[src/verilog/hsttc_defs.vh]
`ifndef HSTTC_DEFS_VH
`define HSTTC_DEFS_VH

// Message tags of the tuner control resource.
`define HSTTC_TAG_UP_REQ     24'h9F8404
`define HSTTC_TAG_UP_CNF     24'h9F8405
`define HSTTC_TAG_DN_REQ     24'h9F8406
`define HSTTC_TAG_DN_CNF     24'h9F8407
`define HSTTC_TAG_IB_REQ     24'h9F8408
`define HSTTC_TAG_IB_CNF     24'h9F8409

// Resource identity in single-stream and multi-stream mode.
`define HSTTC_RES_CLASS      10'h020
`define HSTTC_RES_TYPE_S     10'h001
`define HSTTC_RES_VER_S      6'h03
`define HSTTC_RES_TYPE_M     10'h002
`define HSTTC_RES_VER_M      6'h01
`define HSTTC_RID_SINGLE     32'h00200043
`define HSTTC_RID_MULTI      32'h00200081

// Payload lengths carried in the length field.
`define HSTTC_LEN_UP         8'h04
`define HSTTC_LEN_DN         8'h03
`define HSTTC_LEN_IB         8'h04
`define HSTTC_LEN_CNF        16'h0001
`define HSTTC_LEN_LONG_BIT   7
`define HSTTC_LEN_NUM_MSB    1

// Total bytes on the wire per request kind.
`define HSTTC_BYTES_UP       4'h8
`define HSTTC_BYTES_DN       4'h7
`define HSTTC_BYTES_IB       4'h8

// Confirmation status codes.
`define HSTTC_ST_GRANTED     8'h00
`define HSTTC_ST_ABSENT      8'h01
`define HSTTC_ST_BUSY        8'h02
`define HSTTC_ST_RANGE       8'h03
`define HSTTC_ST_OTHER       8'h04

// Upstream rate byte layout.
`define HSTTC_RATE_MSB       7
`define HSTTC_RATE_LSB       6
`define HSTTC_RATE_RSVD      2'h1
`define HSTTC_RATE_256K      2'h0
`define HSTTC_RATE_1544K     2'h2
`define HSTTC_RATE_3088K     2'h3
`define HSTTC_RATE_LOW_ZERO  6'h00

// Inband tune type selecting frequency tuning.
`define HSTTC_IB_TYPE_FREQ   8'h01

// Message kinds.
`define HSTTC_KIND_UP        2'h0
`define HSTTC_KIND_DN        2'h1
`define HSTTC_KIND_IB        2'h2
`define HSTTC_KIND_NONE      2'h3

`endif

[src/verilog/hsttc_cnf_parse.v]
`timescale 1ns/1ps
`include "hsttc_defs.vh"

// Parser for confirmations arriving from the host as a byte stream.
module hsttc_cnf_parse (
   // Clock and reset.
   input  wire       clk_i,
   input  wire       rst_b_i,
   // Incoming byte stream.
   input  wire [7:0] rx_data_i,
   input  wire       rx_valid_i,
   // Decoded confirmation.
   output reg        cnf_valid_o,
   output reg  [1:0] cnf_kind_o,
   output reg  [7:0] cnf_status_o,
   output reg        drop_o
);

   // Parser states.
   localparam P_TAG  = 3'h0;
   localparam P_LEN  = 3'h1;
   localparam P_LLEN = 3'h2;
   localparam P_BODY = 3'h3;
   localparam P_SKIP = 3'h4;

   reg  [2:0]  state_r;   // Current parser state.
   reg  [23:0] tag_r;     // Tag collected so far.
   reg  [1:0]  tcnt_r;    // Tag bytes received.
   reg  [1:0]  lcnt_r;    // Long-form length bytes still due.
   reg  [15:0] len_r;     // Payload bytes still due.
   wire [1:0]  kind;      // Confirmation kind of the collected tag.

   // Maps a tag to the confirmation kind it names.
   function [1:0] cnf_kind_of;
      input [23:0] tag;
      begin
         case (tag)
            `HSTTC_TAG_UP_CNF: cnf_kind_of = `HSTTC_KIND_UP;
            `HSTTC_TAG_DN_CNF: cnf_kind_of = `HSTTC_KIND_DN;
            `HSTTC_TAG_IB_CNF: cnf_kind_of = `HSTTC_KIND_IB;
            default:           cnf_kind_of = `HSTTC_KIND_NONE;
         endcase
      end
   endfunction

   assign kind = cnf_kind_of(tag_r);

   // Walks tag, length and payload; unknown tags are skipped by length.
   always @(posedge clk_i) begin
      cnf_valid_o <= 1'b0;
      drop_o      <= 1'b0;
      if (!rst_b_i) begin
         state_r      <= P_TAG;
         tag_r        <= 24'h000000;
         tcnt_r       <= 2'h0;
         lcnt_r       <= 2'h0;
         len_r        <= 16'h0000;
         cnf_kind_o   <= `HSTTC_KIND_NONE;
         cnf_status_o <= 8'h00;
      end else if (rx_valid_i) begin
         case (state_r)
            // Three tag bytes, most significant first.
            P_TAG: begin
               tag_r <= {tag_r[15:0], rx_data_i};
               if (tcnt_r == 2'h2) begin
                  tcnt_r  <= 2'h0;
                  state_r <= P_LEN;
               end else begin
                  tcnt_r <= tcnt_r + 2'h1;
               end
            end
            // Short form gives the count; long form gives bytes to follow.
            P_LEN: begin
               len_r <= 16'h0000;
               if (rx_data_i[`HSTTC_LEN_LONG_BIT]) begin
                  lcnt_r  <= rx_data_i[`HSTTC_LEN_NUM_MSB:0];
                  state_r <= P_LLEN;
                  if (rx_data_i[`HSTTC_LEN_NUM_MSB:0] == 2'h0) begin
                     state_r <= P_TAG;
                     drop_o  <= 1'b1;
                  end
               end else if (rx_data_i == 8'h00) begin
                  state_r <= P_TAG;
                  drop_o  <= 1'b1;
               end else if (kind != `HSTTC_KIND_NONE &&
                            {8'h00, rx_data_i} == `HSTTC_LEN_CNF) begin
                  state_r <= P_BODY;
               end else begin
                  len_r   <= {8'h00, rx_data_i};
                  state_r <= P_SKIP;
               end
            end
            // Long-form length bytes, most significant first.
            P_LLEN: begin
               len_r  <= {len_r[7:0], rx_data_i};
               lcnt_r <= lcnt_r - 2'h1;
               if (lcnt_r == 2'h1) begin
                  if ({len_r[7:0], rx_data_i} == 16'h0000) begin
                     state_r <= P_TAG;
                     drop_o  <= 1'b1;
                  end else if (kind != `HSTTC_KIND_NONE &&
                               {len_r[7:0], rx_data_i} ==
                               `HSTTC_LEN_CNF) begin
                     state_r <= P_BODY;
                  end else begin
                     state_r <= P_SKIP;
                  end
               end
            end
            // Status byte of a known confirmation.
            P_BODY: begin
               cnf_valid_o  <= 1'b1;
               cnf_kind_o   <= kind;
               cnf_status_o <= rx_data_i;
               state_r      <= P_TAG;
            end
            // Payload of a message that is discarded.
            P_SKIP: begin
               len_r <= len_r - 16'h0001;
               if (len_r == 16'h0001) begin
                  state_r <= P_TAG;
                  drop_o  <= 1'b1;
               end
            end
            default: begin
               state_r <= P_TAG;
            end
         endcase
      end
   end

endmodule

[src/verilog/hsttc_card_ctrl.v]
// Functional notes
// - Only one tuner control session at once.
// - Single-stream resource id is 0x00200043.
// - Multi-stream resource id is 0x00200081.
// - Session stays open regardless of homing.
// - Upstream request 0x9F8404, confirm 0x9F8405.
// - Downstream request 0x9F8406, confirm 0x9F8407.
// - Inband request 0x9F8408, confirm 0x9F8409.
// - Without alternate signaling, configure upstream transmitter.
// - Upstream request: tag, length, freq, power, rate.
// - Rate bits 7:6 select speed; rest reserved.
// - Status 0x01 means never transmit again.
`timescale 1ns/1ps
`include "hsttc_defs.vh"

// Module-side controller that sends tune requests and reads confirmations.
module hsttc_card_ctrl (
   // Clock and reset.
   input  wire        clk_i,
   input  wire        rst_b_i,
   // Session control.
   input  wire        sess_open_req_i,
   input  wire        sess_close_req_i,
   input  wire        multi_stream_i,
   output reg         session_open_o,
   output reg         sess_dup_o,
   output reg  [31:0] resource_id_o,
   // Tune request from the user side.
   input  wire        req_valid_i,
   input  wire [1:0]  req_kind_i,
   input  wire [15:0] req_freq_i,
   input  wire [7:0]  req_level_i,
   input  wire [7:0]  req_rate_i,
   input  wire        alternate_signaling_option_i,
   output wire        req_ready_o,
   output reg         req_refused_o,
   output reg         upstream_needed_o,
   // Confirmation report to the user side.
   output wire        cnf_valid_o,
   output wire [1:0]  cnf_kind_o,
   output wire [7:0]  cnf_status_o,
   output wire        drop_o,
   output reg         upstream_absent_o,
   output reg         busy_o,
   // Byte link toward the host.
   output wire [7:0]  tx_data_o,
   output wire        tx_valid_o,
   input  wire        tx_ready_i,
   input  wire [7:0]  rx_data_i,
   input  wire        rx_valid_i
);

   // Request sequencer states.
   localparam S_IDLE = 2'h0;
   localparam S_SEND = 2'h1;
   localparam S_WAIT = 2'h2;

   reg  [1:0]  state_r;     // Sequencer state.
   reg  [63:0] shift_r;     // Message bytes, next byte on top.
   reg  [3:0]  left_r;      // Bytes still to send.
   reg  [1:0]  pend_kind_r; // Kind awaiting its confirmation.
   reg         up_done_r;   // Upstream transmitter has been configured.
   reg  [63:0] msg;         // Message built from the request.
   reg  [3:0]  msg_len;     // Byte count of that message.
   reg         refuse;      // Request cannot be sent.
   wire        take;        // Request accepted this cycle.

   // Returns the upstream rate byte with reserved low bits cleared.
   function [7:0] up_rate_byte;
      input [7:0] code;
      begin
         up_rate_byte = {code[`HSTTC_RATE_MSB:`HSTTC_RATE_LSB],
                         `HSTTC_RATE_LOW_ZERO};
      end
   endfunction

   // Tells whether a rate code selects a reserved speed.
   function rate_reserved;
      input [7:0] code;
      begin
         rate_reserved =
            (code[`HSTTC_RATE_MSB:`HSTTC_RATE_LSB] == `HSTTC_RATE_RSVD);
      end
   endfunction

   // Confirmation parser.
   hsttc_cnf_parse u_parse (
      .clk_i        (clk_i),
      .rst_b_i      (rst_b_i),
      .rx_data_i    (rx_data_i),
      .rx_valid_i   (rx_valid_i),
      .cnf_valid_o  (cnf_valid_o),
      .cnf_kind_o   (cnf_kind_o),
      .cnf_status_o (cnf_status_o),
      .drop_o       (drop_o)
   );

   // Handshakes toward the user and the link.
   assign req_ready_o = (state_r == S_IDLE);
   assign take        = req_valid_i && req_ready_o;
   assign tx_valid_o  = (state_r == S_SEND);
   assign tx_data_o   = shift_r[63:56];

   // Builds the message image and decides on refusal.
   always @* begin
      msg     = 64'h0000000000000000;
      msg_len = `HSTTC_BYTES_UP;
      refuse  = !session_open_o;
      case (req_kind_i)
         // Upstream: tag, length, kHz frequency, power, rate.
         `HSTTC_KIND_UP: begin
            msg = {`HSTTC_TAG_UP_REQ, `HSTTC_LEN_UP, req_freq_i,
                   req_level_i, up_rate_byte(req_rate_i)};
            if (upstream_absent_o || rate_reserved(req_rate_i)) begin
               refuse = 1'b1;
            end
         end
         // Downstream out-of-band: tag, length, frequency, rate.
         `HSTTC_KIND_DN: begin
            msg = {`HSTTC_TAG_DN_REQ, `HSTTC_LEN_DN, req_freq_i,
                   req_rate_i, 8'h00};
            msg_len = `HSTTC_BYTES_DN;
         end
         // Inband by frequency: tag, length, type, frequency, modulation.
         `HSTTC_KIND_IB: begin
            msg = {`HSTTC_TAG_IB_REQ, `HSTTC_LEN_IB, `HSTTC_IB_TYPE_FREQ,
                   req_freq_i, req_level_i};
         end
         default: begin
            refuse = 1'b1;
         end
      endcase
   end

   // Session bookkeeping; a second open only reports a duplicate.
   always @(posedge clk_i) begin
      sess_dup_o <= 1'b0;
      if (!rst_b_i) begin
         session_open_o <= 1'b0;
         resource_id_o  <= `HSTTC_RID_SINGLE;
      end else if (sess_open_req_i) begin
         if (session_open_o) begin
            sess_dup_o <= 1'b1;
         end else begin
            session_open_o <= 1'b1;
            resource_id_o  <= multi_stream_i ? `HSTTC_RID_MULTI :
                              `HSTTC_RID_SINGLE;
         end
      end else if (sess_close_req_i) begin
         // Closing is a user decision only; homing never closes it.
         session_open_o <= 1'b0;
      end
   end

   // Request sequencer: send the bytes, then wait for the confirmation.
   always @(posedge clk_i) begin
      req_refused_o <= 1'b0;
      if (!rst_b_i) begin
         state_r     <= S_IDLE;
         shift_r     <= 64'h0000000000000000;
         left_r      <= 4'h0;
         pend_kind_r <= `HSTTC_KIND_NONE;
      end else begin
         case (state_r)
            // Accept or refuse a request.
            S_IDLE: begin
               if (take && refuse) begin
                  req_refused_o <= 1'b1;
               end else if (take) begin
                  shift_r     <= msg;
                  left_r      <= msg_len;
                  pend_kind_r <= req_kind_i;
                  state_r     <= S_SEND;
               end
            end
            // One byte leaves per accepted link cycle.
            S_SEND: begin
               if (tx_ready_i) begin
                  shift_r <= {shift_r[55:0], 8'h00};
                  left_r  <= left_r - 4'h1;
                  if (left_r == 4'h1) begin
                     state_r <= S_WAIT;
                  end
               end
            end
            // Wait for the matching confirmation or a session close.
            S_WAIT: begin
               if (cnf_valid_o && cnf_kind_o == pend_kind_r) begin
                  state_r <= S_IDLE;
               end else if (!session_open_o) begin
                  state_r <= S_IDLE;
               end
            end
            default: begin
               state_r <= S_IDLE;
            end
         endcase
      end
   end

   // Tracks transmitter absence and whether upstream still needs setup.
   always @(posedge clk_i) begin
      if (!rst_b_i) begin
         upstream_absent_o <= 1'b0;
         up_done_r         <= 1'b0;
         upstream_needed_o <= 1'b0;
         busy_o            <= 1'b0;
      end else begin
         busy_o <= (state_r != S_IDLE);
         if (cnf_valid_o && cnf_kind_o == `HSTTC_KIND_UP) begin
            if (cnf_status_o == `HSTTC_ST_ABSENT) begin
               upstream_absent_o <= 1'b1;
            end
            if (cnf_status_o == `HSTTC_ST_GRANTED) begin
               up_done_r <= 1'b1;
            end
         end
         if (!session_open_o) begin
            up_done_r <= 1'b0;
         end
         upstream_needed_o <= session_open_o &&
                              !alternate_signaling_option_i &&
                              !up_done_r && !upstream_absent_o;
      end
   end

endmodule

[config.mk]
export PLATFORM = sky130hd
export DESIGN_NAME = hsttc_card_ctrl
export DESIGN_NICKNAME = d
export VERILOG_FILES = /design/src/verilog/hsttc_cnf_parse.v /design/src/verilog/hsttc_card_ctrl.v
export VERILOG_INCLUDE_DIRS = /design/src /design/src/verilog
export SDC_FILE = /design/constraint.sdc
export NUM_CORES = 1
export LEC_CHECK = 0
export ABC_CLOCK_PERIOD_IN_PS = 1600
export BUFFER_PORTS_ARGS = -buffer_cell sky130_fd_sc_hd__buf_2
export CAP_MARGIN = 20
export CORE_ASPECT_RATIO = 1.75
export CORE_MARGIN = 10
export CORE_UTILIZATION = 44
export DETAILED_ROUTE_END_ITERATION = 8
export PLACE_DENSITY = 0.65
export REMOVE_ABC_BUFFERS = 1
export SYNTH_ARGS = -nofsm -noshare
export SYNTH_HDL_FRONTEND = slang
export SYNTH_HIERARCHICAL = 1
export SYNTH_SLANG_ARGS = --single-unit
[constraint.sdc]
create_clock -name clk_i -period 1.6 [get_ports clk_i]
set_input_delay 0 -clock clk_i [delete_from_list [all_inputs] [get_ports clk_i]]
set_output_delay 0 -clock clk_i [all_outputs]
set_load 0.02 [all_outputs]
# Yosys cells after proc, flatten, opt, wreduce, memory -nomap -nowiden
# Index checks and enable logic that the tools add are counted.
dict set report word_totals {
  register_bits 170
  latchBits 0
  ram_bits 0
  rom_bits 0
  inputBits 51
  out_inout_bits 60
  word_cells 150
  memories 0
}
dict set report classes {
  n_addsub 4
  mul 0
  div_mod_pow 0
  n_lt_le_gt_ge 0
  eq_ne 30
  shifts 0
  muxes 50
  bitwise 2
  n_reduce_logical 43
}
# op count
set ops {}
lappend ops {{$mux W64} 3}
lappend ops {{$pmux W64 S3} 1}
lappend ops {{$pmux W64 S2} 1}
lappend ops {{$eq A24 B24 Y1 const B} 3}
lappend ops {{$pmux W16 S3} 1}
lappend ops {{$eq A16 B1 Y1 const B} 2}
lappend ops {{$mux W16} 2}
lappend ops {{$mux W3} 8}
lappend ops {{$reduce_and A2 Y1} 10}
lappend ops {{$mux W2} 9}
lappend ops {{$eq A8 B1 Y1 const B} 2}
lappend ops {{$logic_not A16 Y1} 1}
lappend ops {{$logic_not A8 Y1} 2}
lappend ops {{$mux W4} 4}
lappend ops {{$sub A16 B1 Y16 const B} 1}
lappend ops {{$mux W1} 12}
lappend ops {{$ne A2 B1 Y1 const B} 6}
lappend ops {{$pmux W2 S3} 2}
lappend ops {{$pmux W3 S4} 1}
lappend ops {{$logic_and A1 B1 Y1} 9}
lappend ops {{$eq A2 B1 Y1 const B} 4}
lappend ops {{$logic_not A2 Y1} 4}
lappend ops {{$mux W8} 1}
lappend ops {{$pmux W4 S2} 1}
lappend ops {{25 further kinds} 39}

# Logic depth before layout (Yosys ltp)
# Gate-level depths: netlist of run 1.
dict set report depth {
  ltp_word 8
  mapped_depth 9
  ltp_nobuf 7
}

# Hierarchy
# The synthesis of run 1 kept the hierarchy.
# mod n_inst cells_each area_each_um2 seq_area_each_um2
set by_module_without_submodules {}
lappend by_module_without_submodules {hsttc_card_ctrl 1 459 4061.4 1621.6}
lappend by_module_without_submodules {hsttc_cnf_parse 1 398 3067.9 1181.1}

# Worst setup path after synthesis of run 1
# OpenSTA, ideal clock, no wires.
dict set report synth_path {
  path_kind {reg2reg}
  startpoint {register u_parse.len_r[0]}
  endpoint {register u_parse.state_r[0]}
  setup_ns 0.123
  arrival_time_ns 1.440
  required_ns 1.477
  slack_ns 0.037
  path_stages_with_launch 8
  path_buffers 1
  synth_period_minus_slack_ns 1.563
  path_cell_list {dfxtp_1 -> clkbuf_1 -> inv_1 -> ha_1 -> and2_1 -> a31o_2 -> nand4bb_1 -> o21ai_0}
}
dict set report synth_between {
  elab_chain_cells 6
  elab_cells_between_ends 10
  classes_between {3 x eq/ne; 4 x mux; 3 x reduce/logical}
}
# item line
set synth_lines {}
lappend synth_lines {{from (decl)} hsttc_cnf_parse.v:30} ;# reg [15:0] len_r;
lappend synth_lines {{from (signal assigned)} hsttc_cnf_parse.v:89} ;# len_r <= {8'h00, rx_data_i};
lappend synth_lines {{from (signal assigned)} hsttc_cnf_parse.v:95} ;# len_r <= {len_r[7:0], rx_data_i};
lappend synth_lines {{from (signal assigned)} hsttc_cnf_parse.v:119} ;# len_r <= len_r - 16'h0001;
lappend synth_lines {{$eq A16 B1 Y1 (no source line)} -}
lappend synth_lines {{$logic_and A1 B1 Y1 (no source line)} -}
lappend synth_lines {{$mux W3} hsttc_cnf_parse.v:101} ;# end else if (kind != `HSTTC_KIND_NONE &&
lappend synth_lines {{$mux W3} hsttc_cnf_parse.v:98} ;# if ({len_r[7:0], rx_data_i} == 16'h0000) begin
lappend synth_lines {{$mux W3} hsttc_cnf_parse.v:97} ;# if (lcnt_r == 2'h1) begin
lappend synth_lines {{$pmux W3 S4} hsttc_cnf_parse.v:61} ;# case (state_r)
lappend synth_lines {{to (signal assigned)} hsttc_cnf_parse.v:99} ;# state_r <= P_TAG;
lappend synth_lines {{to (signal assigned)} hsttc_cnf_parse.v:104} ;# state_r <= P_BODY;
lappend synth_lines {{to (signal assigned)} hsttc_cnf_parse.v:106} ;# state_r <= P_SKIP;
lappend synth_lines {{to (decl)} hsttc_cnf_parse.v:26} ;# reg [2:0] state_r;
# Parallel ways exist; a longest one is shown, timed or not. The select of a mux whose other input is x is not followed.
# A chain may end at the register's enable or synchronous reset.

==> key figures, run 1 <==
Synthesis
  • Syn avg cell area: roughly 8.3 µm²
  • Yosys cell types: 75
  • Top cell type by total area after synthesis: dfxtp_1
  • Ys flop type: dfxtp_1
  • Sequential area share after synthesis: 39.3%
  • Synth Register Bits: 140
  • Yosys top cell area share: 39.3%
  • Synth warn: 6
  • Async SR Flop Fraction: 0%
  • Post-synth top cells: dfxtp_1, nand2_1, a21oi_1
  • Number of flops mapped to enable cells by yosys: 0
  • Synth Cell Area: 7130 µm²
  • Main area contributors after synthesis: dfxtp_1, a21oi_1, nand2_1, buf_4, a222oi_1
  • Top-count cell post-synth: dfxtp_1
  • Synth Instances: 857

Setup path
  • Setup CP Type: flip-flop to flip-flop
  • Worst-path maximum fanout: 26
  • Depth of the worst register-to-register path: 7
  • CP peak stage delay: 0.32 ns
  • Crit path required time: 1.91 ns
  • R2r setup slk: -0.13 ns
  • Delay-heaviest family, CP: simple AND/OR/NAND/NOR gates
  • Worst path arrival time: between 2 and 2.5 ns
  • CP Launch Type: flip-flop
  • Crit-path cells: buf_6 > nor3b_4 > buf_4 > and4_4 > buf_12 > o221ai_1 > o211a_1
  • Crit Reg-Reg Startpoint: state_r[1]$_SDFFE_PN0P_
  • CP endpoint kind: flip-flop
  • Worst path bufs/invs: 3
  • R2R Path End: shift_r[11]$_SDFFE_PN0P_
  • Worst path slowest cell: dfxtp_2

Floorplan
  • Die Y: 188 µm
  • Initial core utilization: between 40% and 50%
  • Die area: 21,900 µm²
  • Core footprint: 15,900 µm²
  • Io pins: 111
  • Die X: 116 µm
  • Row cnt: 61

Routing
  • Vias per cell: 5.99
  • Routed WL: approximately 25,000 µm
  • Vias: 7,551
  • DRT iter0 DRCs: about 800
  • Wire length per cell: 20.1 µm
  • DR DRC count: 0
  • Remaining antenna violation count: 0
  • Pre-Repair DR Iteration Count: 6

Worst hold path
  • Hold path cells: 4
  • Min-delay src: rx_valid_i
  • Hold Crit Class: primary input to flip-flop
  • Hold EP: u_parse/state_r[1]$_SDFFE_PN0P_

Clocking
  • CTS H-tree lvls: 4
  • CTS tree: yes
  • Clock Path Buffers: 2
  • Clock sink count: 140
  • CTS root buffer: clkbuf_16
  • Worst-Skew Late Latency: 0.43 ns
  • Clock transition at path regs: 0.06 ns
  • Total CTS buffers: 17

Global routing
  • Largest net degree at the start of global routing: 34
  • First-pass GRT wire length: 37,800 µm
  • GRT overflow: 0
  • Initial antenna violation count: 0
  • GRT Resource Usage Total: about 21%
  • Vias in the first global route: roughly 7,400

Timing
  • Clock Skews: 0.0105 ns
  • Unrepaired setup endpoints after global routing: true
  • Setup TNS: -3.40 ns
  • Hold WS: 0.0218 ns
  • Fin crit share: 108%
  • Peak Freq: about 0.58 GHz
  • Final setup margin: -0.128 ns
  • Slew Limit Fails: 0
  • Final Hold Fails: 0
  • Tmin final: 1.73 ns
  • Final setup vio count: 66

Power and ir drop
  • Power per cell area: 965 nW/µm²
  • Net Sw Frac: roughly 29%
  • Leak: about 4.1 nW
  • Sw power: ~2.8 mW
  • Clock power frac: 40.7%
  • Maximum VDD drop: 698 µV
  • Comb power frac: 20.2%
  • Internal power: 6.90 mW
  • Post-layout total power: 9.71 mW
  • Sequential power share: 39.1%

Run
  • Max Cap Viol: 0

Cells and area
  • FILL cells: 1,369
  • ANT cells: 0
  • # nets final: roughly 1,100
  • Layout area overhead: 41.2%
  • Final non-filler cell area: roughly 10,000 µm²
  • Ratio of cells with drive above 1 in the final layout: 34.1%

Place
  • Routability Congestion: between 0.9 and 1
  • Number of port buffers: 81
  • HPWL Detailed: 16,400 µm
  • Pre-CTS setup slack: -0.264 ns
  • Placed cell area: roughly 8300 µm²

Run status
  • Status: finished with violations
  • Failing checks: negative setup slack
==> worst register-to-register path, stage by stage (launching register included) <==
cell and delay, ns:
dfxtp_2 0.32, buf_6 0.11, nor3b_4 0.22, buf_4 0.15
and4_4 0.31, buf_12 0.19, o221ai_1 0.16, o211a_1 0.15
==> area by class of cell <==
type                       instances  area (µm²)  area share (%)
clock inverter                    13         141            1.40
inverter                          20        80.1           0.796
multi-input combinational        611        4120            41.0
sequential                       140        2820            28.0
tap                              189         236            2.35
clock buffer                      19         443            4.40
timing repair buffer             269        2220            22.1
==> cells in the final DEF, fill, tap and decap left out, types with 23 or more instances in the layout <==
master	synthesis	layout
dfxtp_1	140	132
buf_4	44	113
nand2_1	107	103
a21oi_1	94	83
buf_2	34	81
dlygate4sd3_1	0	36
nand3_1	43	35
nor2_1	36	34
conb_1	2	29
o211ai_1	27	27
nor3_1	29	23
a222oi_1	23	23
==> worst max-delay path by stage <==
stage,start,slack [ns],cells after the start,endpoint
2_1_floorplan,session_open_o$_SDFFE_PN0P_,-1.55,4,shift_r[43]$_SDFFE_PN0P_
3_5_place_dp,req_kind_i[1],-0.26,11,shift_r[20]$_SDFFE_PN0P_
3_3_place_gp,state_r[1]$_SDFFE_PN0P_,-0.34,5,shift_r[21]$_SDFFE_PN0P_
4_1_cts,state_r[1]$_SDFFE_PN0P_,-0.06,6,shift_r[7]$_SDFFE_PN0P_
6_report,state_r[1]$_SDFFE_PN0P_,-0.13,7,shift_r[11]$_SDFFE_PN0P_
5_1_grt,state_r[1]$_SDFFE_PN0P_,-0.18,7,shift_r[60]$_SDFFE_PN0P_
==> power groups by stage <==
stage | Sequential (mW) | Clock [mW] | Combinational (mW)
2_1_floorplan | 3.87 | 0 | 0.762
3_3_place_gp | 3.86 | 0 | 1.47
3_5_place_dp | 3.85 | 0 | 1.49
4_1_cts | 3.79 | 4.00 | 1.66
5_1_grt | 3.81 | 4.15 | 2.09
6_report | 3.80 | 3.96 | 1.96
==> sequential cells by signal, indices dropped and copies added (netlist names), 3 cells and up <==
register	flops
left_r	4
u_parse/state_r	3
u_parse/len_r	16
u_parse/cnf_status_o	8
shift_r	64
u_parse/tag_r	24
==> cell families after synthesis <==
group | after synthesis | synth area share (%)
buffers and inverters | 133 | 10.1
AND/OR/NAND/NOR | 294 | 21.4
adder cells (fa/ha/maj) | 10 | 1.76
AO/OA/AOI/OAI | 270 | 26.3
XOR/XNOR | 7 | 0.860
multiplexers | 1 | 0.140
flip-flops | 140 | 39.3
other | 2 | 0.105
==> metal layers <==
layer	up-vias	track usage [%]	part of all wire (%)
met1	3625	21.8	36
met3	93	4.23	5.7
li1	3530	-	-
met4	0	12.9	5.0
met2	303	38.5	53
met5	-	0	0
==> timing repair <==
item                                   in CTS  in global routing
hold buffers                               35                  1
cloned                                      1                  3
pin swaps                                  18                 62
endpoints found under the hold margin      42                  1
buffers inserted                            7                 15
gates resized for setup                    40                 91
setup endpoints to repair                  83                121
==> stage by stage <==
| stage | std cells | utilization, % |
|---|---|---|
| 2_1_floorplan | 771 | - |
| 3_3_place_gp | 1166 | 52.1 |
| 3_5_place_dp | 1167 | 52.2 |
| 4_1_cts | 1242 | 59.6 |
| 5_1_grt | 1261 | 63.4 |
| 6_report | 1261 | 63.4 |
Note: power is estimated with default switching activity, not from simulation.
==> inputs of run 2 (changes only) <==
--- a/config.mk
+++ b/config.mk
@@ -11,10 +11,11 @@
 export CAP_MARGIN = 20
 export CORE_ASPECT_RATIO = 1.75
 export CORE_MARGIN = 10
-export CORE_UTILIZATION = 44
+export CORE_UTILIZATION = 52
 export DETAILED_ROUTE_END_ITERATION = 8
-export PLACE_DENSITY = 0.65
+export PLACE_DENSITY = 0.75
 export REMOVE_ABC_BUFFERS = 1
+export SKIP_CTS_REPAIR_TIMING = 1
 export SYNTH_ARGS = -nofsm -noshare
 export SYNTH_HDL_FRONTEND = slang
 export SYNTH_HIERARCHICAL = 1
==> key figures, run 2 (same netlist as run 1, synthesis figures left out) <==
Timing
  • Final Hold Fails: 2 (was 0)
  • Final setup vio count: 78 (was 66)
  • Tmin final: 1.88 ns (was 1.73 ns)
  • Fin crit share: 117% (was 108%)
  • Hold WS: -0.0300 ns (was 0.0218 ns)
  • Unrepaired setup endpoints after global routing: true (unchanged)
  • Clock Skews: 0.00976 ns (was 0.0105 ns)
  • Peak Freq: 0.532 GHz (was 0.579 GHz)
  • Final setup margin: -0.280 ns (was -0.128 ns)
  • Slew Limit Fails: 0 (unchanged)

Floorplan
  • Die area: 19,000 µm² (was 21,900 µm²)
  • Core footprint: 13,500 µm² (was 15,900 µm²)
  • Die Y: 175 µm (was 188 µm)
  • Die X: 109 µm (was 116 µm)
  • Row cnt: 56 (was 61)
  • Io pins: 111 (unchanged)
  • Initial core utilization: 53.0% (was 44.9%)

Global routing
  • Vias in the first global route: 7,164 (was 7,448)
  • GRT Resource Usage Total: 22.2% (was 21.4%)
  • GRT overflow: 0 (unchanged)
  • Initial antenna violation count: 1 (was 0)
  • First-pass GRT wire length: 34,600 µm (was 37,800 µm)
  • Largest net degree at the start of global routing: 51 (was 34)

Cells and area
  • Layout area overhead: 42.1% (was 41.2%)
  • Largest register by flop count: shift_r (unchanged)
  • # nets final: 1,100 (was 1,120)
  • Ratio of cells with drive above 1 in the final layout: 33.7% (was 34.1%)
  • Non-Filler Instances: 1,227 (was 1,261)
  • Top Registers: shift_r (64), u_parse/tag_r (24), u_parse/len_r (16) (unchanged)
  • Max reg flops: 64 (unchanged)
  • Most frequent cells in the layout: dfxtp_1, nand2_1, buf_4 (was dfxtp_1, buf_4, nand2_1)
  • Finished Core Util: 75.3% (was 63.4%)
  • Commonest non-fill, non-tap cell in the layout: dfxtp_1 (unchanged)
  • FILL cells: 915 (was 1,369)

Place
  • Placed Cells incl. Taps: 1,137 (was 1,167)
  • Pre-CTS setup slack: -0.298 ns (was -0.264 ns)
  • Routability Congestion: 0.947 (was 0.951)
  • HPWL Detailed: 15,400 µm (was 16,400 µm)
  • Number of port buffers: 81 (unchanged)

Routing
  • Pre-Repair DR Iteration Count: 8 (was 6)
  • Wire length per cell: 21.8 µm (was 20.1 µm)
  • Vias per cell: 6.44 (was 5.99)
  • DRT iter0 DRCs: 837 (was 803)
  • DR DRC count: 0 (unchanged)
  • Vias: 7,904 (was 7,551)
  • Routed WL: 26,700 µm (was 25,300 µm)
  • Remaining antenna violation count: 0 (unchanged)

Clocking
  • Clock Path Buffers: 2 (unchanged)
  • Worst-Skew Late Latency: 0.41 ns (was 0.43 ns)
  • CTS tree: yes (unchanged)
  • Clock transition at path regs: 0.06 ns (about the same)
  • CTS H-tree lvls: 4 (unchanged)
  • Total CTS buffers: 17 (unchanged)
  • CTS root buffer: clkbuf_16 (unchanged)
  • Clock sink count: 140 (unchanged)

Setup path
  • Worst-path maximum fanout: 8 (was 26)
  • Worst path arrival time: 2.18 ns (was 2.04 ns)
  • CP Launch Type: flip-flop (unchanged)
  • Crit path required time: 1.90 ns (was 1.91 ns)
  • CP endpoint kind: flip-flop (unchanged)
  • Setup CP Type: flip-flop to flip-flop (unchanged)

Power and ir drop
  • Power per cell area: 979 nW/µm² (was 965 nW/µm²)
  • Post-layout total power: 9.92 mW (was 9.71 mW)
  • Leak: 4.04 nW (was 4.05 nW)
  • Maximum VDD drop: 717 µV (was 698 µV)

Run
  • Max Cap Viol: 0 (unchanged)

Run status
  • Status: finished with violations (unchanged)
  • Failing checks: negative hold slack, negative setup slack (was negative setup slack)

Worst hold path
  • Hold Crit Class: primary input to flip-flop (unchanged)
-- run 2: changes by cell type in the layout (fill, tap and decap cells not counted), moves of 4 or more --
cell / change
o31ai_2: +4
buf_8: +4
clkbuf_16: +4
o221ai_1: -9
buf_4: -25
o221ai_2: +6
o31ai_1: -7
-- run 2: cell type report --
class	count	area, µm²	share of cell area, %
multi-input combinational	611	4260	42.1
sequential	140	2820	27.8
timing repair buffer	249	2160	21.3
clock buffer	18	429	4.24
tap	174	218	2.15
clock inverter	14	171	1.69
inverter	20	75.1	0.741
antenna	1	2.50	0.0247
-- run 2: through the flow --
| step | setup TNS [ns] | area (µm²) |
|---|---|---|
| CTS | -7.63 | 8760 |
| detailed placement | -14.79 | 8160 |
| global route | -14.33 | 10100 |
| finish | -10.52 | 10100 |
| floorplan | -88.80 | 6580 |
| global placement | -11.02 | 8150 |
-- run 2: where the power goes --
group          switching, mW  internal (mW)  total, mW
registers              0.150           3.67       3.82
logic                   1.15          0.916       2.06
clock network           1.58           2.46       4.03
-- run 2: metal layers --
metal,GRT usage (%),up-vias,routed length (µm)
met3,4.75,166,2060
met2,39.3,529,13900
met5,0,-,0
li1,-,3501,-
met4,13.3,0,1830
met1,23.0,3708,8940
-- run 2: worst paths after layout --
| check | from | endpoint | slack (ns) | depth (start not counted) |
|---|---|---|---|---|
| worst min register to register | up_done_r$_SDFFE_PN0P_ | upstream_needed_o$_SDFF_PN0_ | 0.43 | 1 |
| worst min-delay path | rx_data_i[3] | u_parse/len_r[3]$_SDFFE_PN0P_ | -0.03 | 3 |
| worst max register to register | state_r[1]$_SDFFE_PN0P_ | shift_r[43]$_SDFFE_PN0P_ | -0.28 | 8 |
| worst max-delay path | state_r[1]$_SDFFE_PN0P_ | shift_r[43]$_SDFFE_PN0P_ | -0.28 | 8 |
-- run 2: worst max-delay path, stage by stage, from the launching register on --
cell and delay (ns):
dfxtp_2 0.32, buf_6 0.11, nor3b_4 0.23, buf_4 0.16, and4_4 0.29, buf_12 0.13
clkbuf_16 0.17, nor3_1 0.06, a311oi_1 0.30
